[src/flash_erase_pkg.sv]
// constants for the flash whole-array erase host controller
`default_nettype none
package flash_erase_pkg;
  // command codes and addresses (unlock values are customary)
  localparam logic [7:0]  CMD_UNLOCK1   = 8'haa;
  localparam logic [7:0]  CMD_UNLOCK2   = 8'h55;
  localparam logic [7:0]  CMD_SETUP     = 8'h80;
  localparam logic [7:0]  CMD_CONFIRM   = 8'h10;
  localparam logic [7:0]  CMD_SUSPEND   = 8'hb0;
  localparam logic [7:0]  CMD_RESUME    = 8'h30;
  localparam logic [7:0]  CMD_PROGRAM   = 8'ha0;
  localparam logic [7:0]  CMD_RESET     = 8'hf0;
  localparam logic [17:0] ADDR_UNLOCK1  = 18'h00555;
  localparam logic [17:0] ADDR_UNLOCK2  = 18'h002aa;
  // status bit positions on the data lines
  localparam int POLL_BIT   = 7;
  localparam int TOGGLE_A   = 6;
  localparam int ERROR_BIT  = 5;
  localparam int TOGGLE_B   = 2;
  // apb register byte offsets
  localparam logic [7:0] OFS_CTRL   = 8'h00;
  localparam logic [7:0] OFS_ADDR   = 8'h04;
  localparam logic [7:0] OFS_DATA   = 8'h08;
  localparam logic [7:0] OFS_STATUS = 8'h0c;
  // control register fields (write one to start)
  localparam int CTRL_ERASE   = 0;
  localparam int CTRL_SUSPEND = 1;
  localparam int CTRL_RESUME  = 2;
  localparam int CTRL_PROGRAM = 3;
  localparam int CTRL_READ    = 4;
  localparam int CTRL_RESET   = 5;
  // status register fields
  localparam int ST_BUSY    = 0;
  localparam int ST_DONE    = 1;
  localparam int ST_FAIL    = 2;
  localparam int ST_SUSP    = 3;
  // timing: clock and bus phases
  localparam int  CLK_MHZ      = 100;
  localparam int  T_WP_NS      = 50;
  localparam int  T_WPH_NS     = 20;
  localparam int  T_RD_NS      = 120;
  localparam int  T_VCS_US     = 50;
  localparam int  T_SUSP_US    = 15;
  localparam int  WP_CYC   = (T_WP_NS * CLK_MHZ + 999) / 1000;
  localparam int  WPH_CYC  = (T_WPH_NS * CLK_MHZ + 999) / 1000;
  localparam int  RD_CYC   = (T_RD_NS * CLK_MHZ + 999) / 1000 + 3;
  localparam int  VCS_CYC  = T_VCS_US * CLK_MHZ;
  localparam int  SUSP_CYC = T_SUSP_US * CLK_MHZ;
  localparam int  CNT_W    = 16;
endpackage
`default_nettype wire

[src/flash_erase_host.sv]
// host controller driving a byte-wide flash for chip erase and suspend
`default_nettype none
module flash_erase_host
  import flash_erase_pkg::*;
#(
  parameter int VCS_CYCLES  = VCS_CYC,   // power-up wait
  parameter int SUSP_CYCLES = SUSP_CYC   // suspend settle wait
)(
  input  wire logic        clk,          // 100 MHz clock
  input  wire logic        rst_n,        // sync reset, active low
  input  wire logic        clkEn,        // freezes all state when low
  input  wire logic        psel,         // apb select
  input  wire logic        penable,      // apb access phase
  input  wire logic        pwrite,       // apb direction
  input  wire logic [7:0]  paddr,        // apb byte address
  input  wire logic [31:0] pwdata,       // apb write data
  output logic             pready,       // apb ready
  output logic [31:0]      prdata,       // apb read data
  output logic             pslverr,      // apb error
  output logic [17:0]      flashAddr,    // flash address pins
  output logic [7:0]       flashDqOut,   // flash data driven
  output logic             flashDqOe,    // data enable, low drives
  input  wire logic [7:0]  flashDqIn,    // flash data sampled
  output logic             chipEn_n,     // chip enable
  output logic             writeEn_n,    // write enable
  output logic             outEn_n       // output enable
);
  typedef enum {
    S_PWRUP, S_IDLE, S_WSET, S_WLOW, S_WHIGH, S_RLOW, S_RSAMP, S_POLL,
    S_SETTLE
  } state_e;

  // ==========================================================
  // command sequencing state
  state_e      state_q;
  logic [CNT_W-1:0] cnt_q;
  logic [2:0]  step_q;       // index into current write list
  logic [2:0]  nSteps_q;     // writes in current instruction
  logic [2:0]  op_q;         // which instruction runs
  logic        ctrlWr;       // control word written this cycle
  logic        pend_q;       // suspend or reset waiting for poll gap
  logic [2:0]  pendOp_q;     // which of the two is waiting
  logic        pollDone;     // poll line shows completion
  logic [17:0] progAddr_q;
  logic [7:0]  progData_q;
  logic [7:0]  readData_q;
  logic [7:0]  lastStat_q;
  logic        havePrev_q;
  logic        busy_q, done_q, fail_q, susp_q;
  logic [17:0] wAddr;
  logic [7:0]  wData;
  logic [7:0]  sampled;
  logic [7:0]  dqS1_q, dqS2_q, dqS3_q, dqHeld_q;
  logic        cmdHit;
  logic [5:0]  cmdBits;

  localparam logic [2:0] OP_ERASE = 3'd0;
  localparam logic [2:0] OP_SUSP  = 3'd1;
  localparam logic [2:0] OP_RES   = 3'd2;
  localparam logic [2:0] OP_PROG  = 3'd3;
  localparam logic [2:0] OP_READ  = 3'd4;
  localparam logic [2:0] OP_RST   = 3'd5;

  // three-stage sampler on the asynchronous data pins
  always_ff @(posedge clk)
  begin
    if (!rst_n)
    begin
      dqS1_q <= 8'h00;
      dqS2_q <= 8'h00;
      dqS3_q <= 8'h00;
      dqHeld_q <= 8'h00;
    end
    else if (clkEn)
    begin
      dqS1_q <= flashDqIn;
      dqS2_q <= dqS1_q;
      dqS3_q <= dqS2_q;
      if (dqS2_q == dqS3_q)
        dqHeld_q <= dqS3_q;
    end
  end
  // data counts once the two later stages agree
  assign sampled = dqHeld_q;

  // address and data of each write step
  always_comb
  begin
    wAddr = ADDR_UNLOCK1;
    wData = CMD_RESET;
    case (op_q)
      OP_ERASE:
      begin
        case (step_q)
          3'd0: begin wAddr = ADDR_UNLOCK1; wData = CMD_UNLOCK1; end
          3'd1: begin wAddr = ADDR_UNLOCK2; wData = CMD_UNLOCK2; end
          3'd2: begin wAddr = ADDR_UNLOCK1; wData = CMD_SETUP;   end
          3'd3: begin wAddr = ADDR_UNLOCK1; wData = CMD_UNLOCK1; end
          3'd4: begin wAddr = ADDR_UNLOCK2; wData = CMD_UNLOCK2; end
          default: begin wAddr = ADDR_UNLOCK1; wData = CMD_CONFIRM; end
        endcase
      end
      OP_SUSP:  begin wAddr = progAddr_q; wData = CMD_SUSPEND; end
      OP_RES:   begin wAddr = progAddr_q; wData = CMD_RESUME;  end
      OP_PROG:
      begin
        case (step_q)
          3'd0: begin wAddr = ADDR_UNLOCK1; wData = CMD_UNLOCK1; end
          3'd1: begin wAddr = ADDR_UNLOCK2; wData = CMD_UNLOCK2; end
          3'd2: begin wAddr = ADDR_UNLOCK1; wData = CMD_PROGRAM; end
          default: begin wAddr = progAddr_q; wData = progData_q; end
        endcase
      end
      default: begin wAddr = progAddr_q; wData = CMD_RESET; end
    endcase
  end

  // apb write of control starts an instruction when idle
  assign ctrlWr  = psel && penable && pwrite && paddr == OFS_CTRL;
  assign cmdHit  = ctrlWr && state_q == S_IDLE;

  // a program ends when the poll line shows the true data bit
  assign pollDone = (op_q == OP_PROG)
                    ? sampled[POLL_BIT] == progData_q[POLL_BIT]
                    : sampled[POLL_BIT];

  // suspend or reset written mid-erase waits for the next poll gap,
  // since the sequencer never idles while an erase runs
  always_ff @(posedge clk)
  begin
    if (!rst_n)
    begin
      pend_q   <= 1'b0;
      pendOp_q <= OP_SUSP;
    end
    else if (clkEn)
    begin
      if (ctrlWr && state_q != S_IDLE && !pend_q &&
          (op_q == OP_ERASE || op_q == OP_RES) &&
          (cmdBits[CTRL_SUSPEND] || cmdBits[CTRL_RESET]))
      begin
        pend_q   <= 1'b1;
        pendOp_q <= cmdBits[CTRL_SUSPEND] ? OP_SUSP : OP_RST;
      end
      else if (state_q == S_POLL || state_q == S_IDLE)
        pend_q <= 1'b0;
    end
  end
  assign cmdBits = pwdata[5:0];

  // ==========================================================
  // flash pin sequencer
  always_ff @(posedge clk)
  begin
    if (!rst_n)
    begin
      state_q    <= S_PWRUP; // array read after power-up
      cnt_q      <= '0;
      step_q     <= 3'd0;
      nSteps_q   <= 3'd0;
      op_q       <= OP_READ;
      chipEn_n   <= 1'b1;  // strobes high through power-up
      writeEn_n  <= 1'b1;
      outEn_n    <= 1'b1;
      flashDqOe  <= 1'b1;
      flashAddr  <= '0;
      flashDqOut <= 8'h00;
      readData_q <= 8'h00;
      lastStat_q <= 8'h00;
      havePrev_q <= 1'b0;
      busy_q     <= 1'b0;
      done_q     <= 1'b0;
      fail_q     <= 1'b0;
      susp_q     <= 1'b0;
    end
    else if (clkEn)
    begin
      case (state_q)
        // wait for supply before the first write
        S_PWRUP:
        begin
          cnt_q <= cnt_q + 1'b1;
          if (cnt_q >= CNT_W'(VCS_CYCLES))
            state_q <= S_IDLE;
        end
        S_IDLE:
        begin
          step_q <= 3'd0;
          cnt_q  <= '0;
          if (cmdHit)
          begin
            done_q <= 1'b0;
            if (cmdBits[CTRL_ERASE] && !busy_q && !susp_q)
            begin
              op_q <= OP_ERASE; nSteps_q <= 3'd6;
              fail_q <= 1'b0; state_q <= S_WSET;
            end
            else if (cmdBits[CTRL_SUSPEND] && busy_q)
            begin
              op_q <= OP_SUSP; nSteps_q <= 3'd1; state_q <= S_WSET;
            end
            else if (cmdBits[CTRL_RESUME] && susp_q)
            begin
              op_q <= OP_RES; nSteps_q <= 3'd1; state_q <= S_WSET;
            end
            else if (cmdBits[CTRL_PROGRAM] && (susp_q || !busy_q))
            begin
              op_q <= OP_PROG; nSteps_q <= 3'd4; state_q <= S_WSET;
            end
            else if (cmdBits[CTRL_RESET])
            begin
              op_q <= OP_RST; nSteps_q <= 3'd1; state_q <= S_WSET;
            end
            else if (cmdBits[CTRL_READ] && !busy_q)
            begin
              op_q <= OP_READ; state_q <= S_RLOW;
            end
          end
        end
        // present address with output enable high
        S_WSET:
        begin
          outEn_n    <= 1'b1;
          chipEn_n   <= 1'b0;
          flashAddr  <= wAddr;
          flashDqOut <= wData;
          flashDqOe  <= 1'b0;
          cnt_q      <= '0;
          state_q    <= S_WLOW;
        end
        // device latches address on this fall
        S_WLOW:
        begin
          writeEn_n <= 1'b0;
          cnt_q <= cnt_q + 1'b1;
          if (cnt_q >= CNT_W'(WP_CYC))
          begin
            writeEn_n <= 1'b1;  // data latched on rise
            cnt_q <= '0;
            state_q <= S_WHIGH;
          end
        end
        S_WHIGH:
        begin
          cnt_q <= cnt_q + 1'b1;
          if (cnt_q >= CNT_W'(WPH_CYC))
          begin
            chipEn_n  <= 1'b1;
            flashDqOe <= 1'b1;
            cnt_q <= '0;
            if (step_q + 3'd1 < nSteps_q)
            begin
              step_q  <= step_q + 3'd1;
              state_q <= S_WSET;
            end
            else
            begin
              havePrev_q <= 1'b0;
              case (op_q)
                OP_ERASE: begin busy_q <= 1'b1; state_q <= S_POLL; end
                OP_SUSP:  state_q <= S_SETTLE;
                OP_RES:   begin susp_q <= 1'b0; busy_q <= 1'b1;
                            state_q <= S_POLL; end
                OP_PROG:  state_q <= S_POLL;
                default:  begin busy_q <= 1'b0; susp_q <= 1'b0;
                            done_q <= 1'b1; state_q <= S_IDLE; end
              endcase
            end
          end
        end
        // a read cycle: array data or status bits
        S_RLOW:
        begin
          chipEn_n  <= 1'b0;
          outEn_n   <= 1'b0;
          flashDqOe <= 1'b1;
          if (op_q == OP_READ)
            flashAddr <= progAddr_q;
          cnt_q <= cnt_q + 1'b1;
          if (cnt_q >= CNT_W'(RD_CYC))
            state_q <= S_RSAMP;
        end
        S_RSAMP:
        begin
          chipEn_n <= 1'b1;
          outEn_n  <= 1'b1;
          cnt_q    <= '0;
          readData_q <= sampled;
          havePrev_q <= 1'b1;
          lastStat_q <= sampled;
          if (op_q == OP_READ)
          begin
            done_q <= 1'b1;
            state_q <= S_IDLE;
          end
          // toggles still moving means still working
          else if (havePrev_q &&
                   sampled[TOGGLE_A] == lastStat_q[TOGGLE_A] &&
                   sampled[TOGGLE_B] == lastStat_q[TOGGLE_B] &&
                   pollDone)
          begin
            busy_q <= (op_q == OP_PROG) ? busy_q : 1'b0;
            done_q <= 1'b1;
            state_q <= S_IDLE;
          end
          else if (sampled[ERROR_BIT] && !pollDone &&
                   havePrev_q &&
                   sampled[TOGGLE_A] != lastStat_q[TOGGLE_A])
          begin
            fail_q <= 1'b1;
            busy_q <= (op_q == OP_PROG) ? busy_q : 1'b0;
            done_q <= 1'b1;
            state_q <= S_IDLE;
          end
          else
            state_q <= S_POLL;
        end
        // release the bus for two cycles between polls
        S_POLL:
        begin
          if (pend_q)
          begin
            op_q     <= pendOp_q;
            nSteps_q <= 3'd1;
            step_q   <= 3'd0;
            state_q  <= S_WSET;
          end
          else
            state_q <= S_RLOW;
        end
        // wait for the device to stop toggling
        S_SETTLE:
        begin
          cnt_q <= cnt_q + 1'b1;
          if (cnt_q >= CNT_W'(SUSP_CYCLES))
          begin
            busy_q <= 1'b0;
            susp_q <= 1'b1;
            done_q <= 1'b1;
            state_q <= S_IDLE;
          end
        end
        default: state_q <= S_IDLE;
      endcase
    end
  end

  // ==========================================================
  // apb slave: address and data registers, status readback
  always_ff @(posedge clk)
  begin
    if (!rst_n)
    begin
      progAddr_q <= '0;
      progData_q <= 8'h00;
    end
    else if (clkEn && psel && penable && pwrite)
    begin
      if (paddr == OFS_ADDR)
        progAddr_q <= pwdata[17:0];
      if (paddr == OFS_DATA)
        progData_q <= pwdata[7:0];
    end
  end

  // zero-wait apb answers; unmapped offsets give slverr
  always_ff @(posedge clk)
  begin
    if (!rst_n)
    begin
      pready  <= 1'b0;
      prdata  <= '0;
      pslverr <= 1'b0;
    end
    else if (clkEn)
    begin
      pready  <= psel && !penable;
      pslverr <= 1'b0;
      prdata  <= '0;
      if (psel && !penable)
      begin
        case (paddr)
          OFS_CTRL:   prdata <= '0;
          OFS_ADDR:   prdata <= {14'h0000, progAddr_q};
          OFS_DATA:   prdata <= {24'h000000, readData_q};
          OFS_STATUS: prdata <= {20'h00000, lastStat_q,
                                 susp_q, fail_q, done_q,
                                 busy_q || state_q != S_IDLE};
          default:    pslverr <= 1'b1;
        endcase
      end
    end
  end
endmodule // flash_erase_host
`default_nettype wire

[config.mk]
export PLATFORM = sky130hd
export DESIGN_NAME = flash_erase_host
export DESIGN_NICKNAME = d
export VERILOG_FILES = /design/src/flash_erase_pkg.sv /design/src/flash_erase_host.sv
export SDC_FILE = /design/constraint.sdc
export NUM_CORES = 1
export LEC_CHECK = 0
export BUFFER_PORTS_ARGS = -buffer_cell sky130_fd_sc_hd__buf_2
export CAP_MARGIN = 15
export CORE_AREA = 2 2 165 134
export DETAILED_ROUTE_END_ITERATION = 8
export DIE_AREA = 0 0 167 136
export HOLD_SLACK_MARGIN = 0.03
export PLACE_DENSITY = 0.49
export SETUP_SLACK_MARGIN = 0.3
export SKIP_LAST_GASP = 1
export SYNTH_ARGS = -nofsm -noshare
export SYNTH_HDL_FRONTEND = slang
export SYNTH_SLANG_ARGS = --single-unit
[constraint.sdc]
create_clock -name clk -period 7.2 [get_ports clk]
set_input_delay 0.36 -clock clk [delete_from_list [all_inputs] [get_ports clk]]
set_output_delay 0.36 -clock clk [all_outputs]
set_load 0.05 [all_outputs]
==> summary.txt <==
largest family of logic cells by synthesized area - simple AND/OR/NAND/NOR gates
CP endpoint kind - flop
Compound-Gate Fraction of Synth Area - 0.167
mux share of post-synthesis cell area - 0.0989
Period Utilization, post-route - 0.415
Antenna Cells - 0
Seq cells post-synth - 152
CTS max path bufs - 2
cells taking the most area after synthesis - dfxtp_1, mux2i_1, nor2_1, a21oi_1, o21ai_0
vias in the first global route - 5836
max_cap viols - 0
Row Count - 48
Req. time, crit path - 7550 ps
Commonest cells post-synth - nor2_1, dfxtp_1, a21oi_1, mux2i_1, nand2_1
IO Pins - 118
Slew Limit Fails - 0
antenna-violating nets left - 0
count of cell types in the netlist - 65
final setup fails - 0
min cycle time layout - 2990 ps
maximum VDD drop - 0.000122 V
IO Port Bufs - 89
post-route setup slack - 4210 ps
Final Hold Vio Count - 0
largest net degree at the start of global routing - 68
area grow syn2layout - 16.3%
Starting DRT DRC Count - 380
Post-synth top flop - dfxtp_1
most frequent cell after synthesis - nor2_1
Syn Inst Count - 864
outcome - completed
Residual DRC - 0
unrepaired setup endpoints after global routing - no
H-tree depth - 4
fmax - 335 MHz
Post-Synth Adder-Cell Area - 0.0189
WL final - 19.9 mm
largest fanout on the critical path - 50
post-route setup TNS - 0 ps
Max Clock Skew - 8.69 ps
Yosys top cell by area - dfxtp_1
post-CTS sizing - 0
Setup CP Type - input port to flop
Layout Nets - 993
simple-gate portion of the synthesized area - 0.209
Worst Hold Class - input port to flop
Avg WL per Cell - 16.3 um
headroom to the max-slew limit - 0.317
worst slack at placement - 3790 ps
CTS Sinks - 152
CTS Hold Bufs - 0
number of enable flip-flop cells after synthesis - 0
global-route wire length before repair - 32.0 mm
CP arrival - 3340 ps
Avg Synthesized Cell Area - 8.42 um^2
sequential fraction of the synthesis area - 0.418
drt first pass iters - 6
Clock Latency Late Sink - 420 ps
post-synth top area share - 0.418
Core Footprint - 21200 um^2
XOR/XNOR Fraction of Synth Area - 0.0325
total congestion overflow - 0
vias - 6189
initial core utilization - 0.343
die height - 136 um
Post-synth ARST share - 0
detailed-placement wirelength estimate - 13.8 mm
nature of the critical path startpoint - input port
Yosys warning total - 0
leakage power - 3.33 nW
die width - 167 um
Syn Std Cell Area - 7280 um^2
Clock Tree Root - clkbuf_16
antenna violations before repair - 0
Total GRT Usage - 0.176
DR vias/cell - 5.09
clock-pin slew on the worst setup and hold paths - 70 ps
pwr dens - 220 nW/um^2
cts bufs inserted - 17
GPL Wtd Cong - 0.830
TritonCTS clock tree - built
Slew @ Worst Pin - 1020 ps
layout cells sized above 1 - 0.166
setup bufs post-CTS - 0
die footprint - 22700 um^2
[power by group]
| group | internal, mW | leakage, nW | switching (mW) |
|---|---|---|---|
| Clock | 0.520 | 0.289 | 0.392 |
| Sequential | 0.848 | 1.23 | 0.00539 |
| Combinational | 0.0297 | 1.81 | 0.0703 |
[worst paths after layout]
kind / from / cells past startpoint / slack [ps] / end
setup / recovery: clkEn / 9 / 4210 / flashAddr[11]
hold / removal: pwdata[10] / 3 / 170 / progAddr_q[10]
setup reg to reg: step_q[2] / 10 / 4340 / busy_q
hold reg to reg: pready / 2 / 470 / pready
[placed cells by master (no fill, tap or decap), types with 20 or more instances in the layout]
cell type,Yosys,layout
nor2_1,167,167
dfxtp_1,152,152
buf_2,4,89
a21oi_1,64,64
mux2i_1,64,64
nand2_1,45,45
o21ai_0,41,41
a22oi_1,24,24
nor3_1,23,22
nand3_1,22,22
xnor2_1,21,21
inv_1,21,20
[cell type report]
type	instances	area [um^2]
Fill cell	2201	12700
Multi-Input combinational cell	639	3900
Sequential cell	152	3040
Timing Repair Buffer	97	503
Clock buffer	18	429
Tap cell	275	344
Clock inverter	14	161
Inverter	21	80.1
[metrics by stage]
stage	power [mW]	area (um^2)	hold slack (ps)	utilization	cells
after floorplan	0.949	7320	432	-	877
after global routing	1.93	8460	171	0.399	1216
after detailed placement	0.972	7870	459	0.371	1183
after CTS	1.89	8460	151	0.399	1215
final	1.86	8460	168	0.399	1216
after global placement	0.972	7870	451	0.371	1183
[per-layer routing]
layer	up-vias	share of wire	GRT usage
met5	-	0	0
met4	0	0.0075	0.0465
met3	14	0.045	0.0329
met2	156	0.42	0.261
met1	2883	0.53	0.262
li1	3136	-	-
[registers in the layout, summed over array words and instances (netlist names), 3 cells and up]
| register | count |
|---|---|
| cnt_q | 16 |
| dqHeld_q | 8 |
| dqS1_q | 8 |
| dqS2_q | 8 |
| dqS3_q | 8 |
| flashAddr | 18 |
| flashDqOut | 8 |
| lastStat_q | 8 |
| nSteps_q | 3 |
| op_q | 3 |
| prdata | 18 |
| progAddr_q | 18 |
| progData_q | 8 |
| state_q | 4 |
| step_q | 3 |
[worst max-delay path, cell delays in order]
cell     delay (ps)
buf_2            70
buf_4           560
inv_1           610
nor2_1          400
o21ai_1         110
buf_4           200
a21oi_1         690
a22oi_1         140
nor2_1          130
[kinds of logic (layout without fill, tap and decap cells)]
family | after synthesis | in the layout
other cells | 1 | 14
fa+ha+maj | 11 | 11
flops | 152 | 152
mux | 71 | 71
simple gates | 327 | 327
compound gates | 189 | 189
buf+inv | 86 | 150
xor+xnor | 27 | 27
Note: power is estimated with default switching activity, not from simulation.
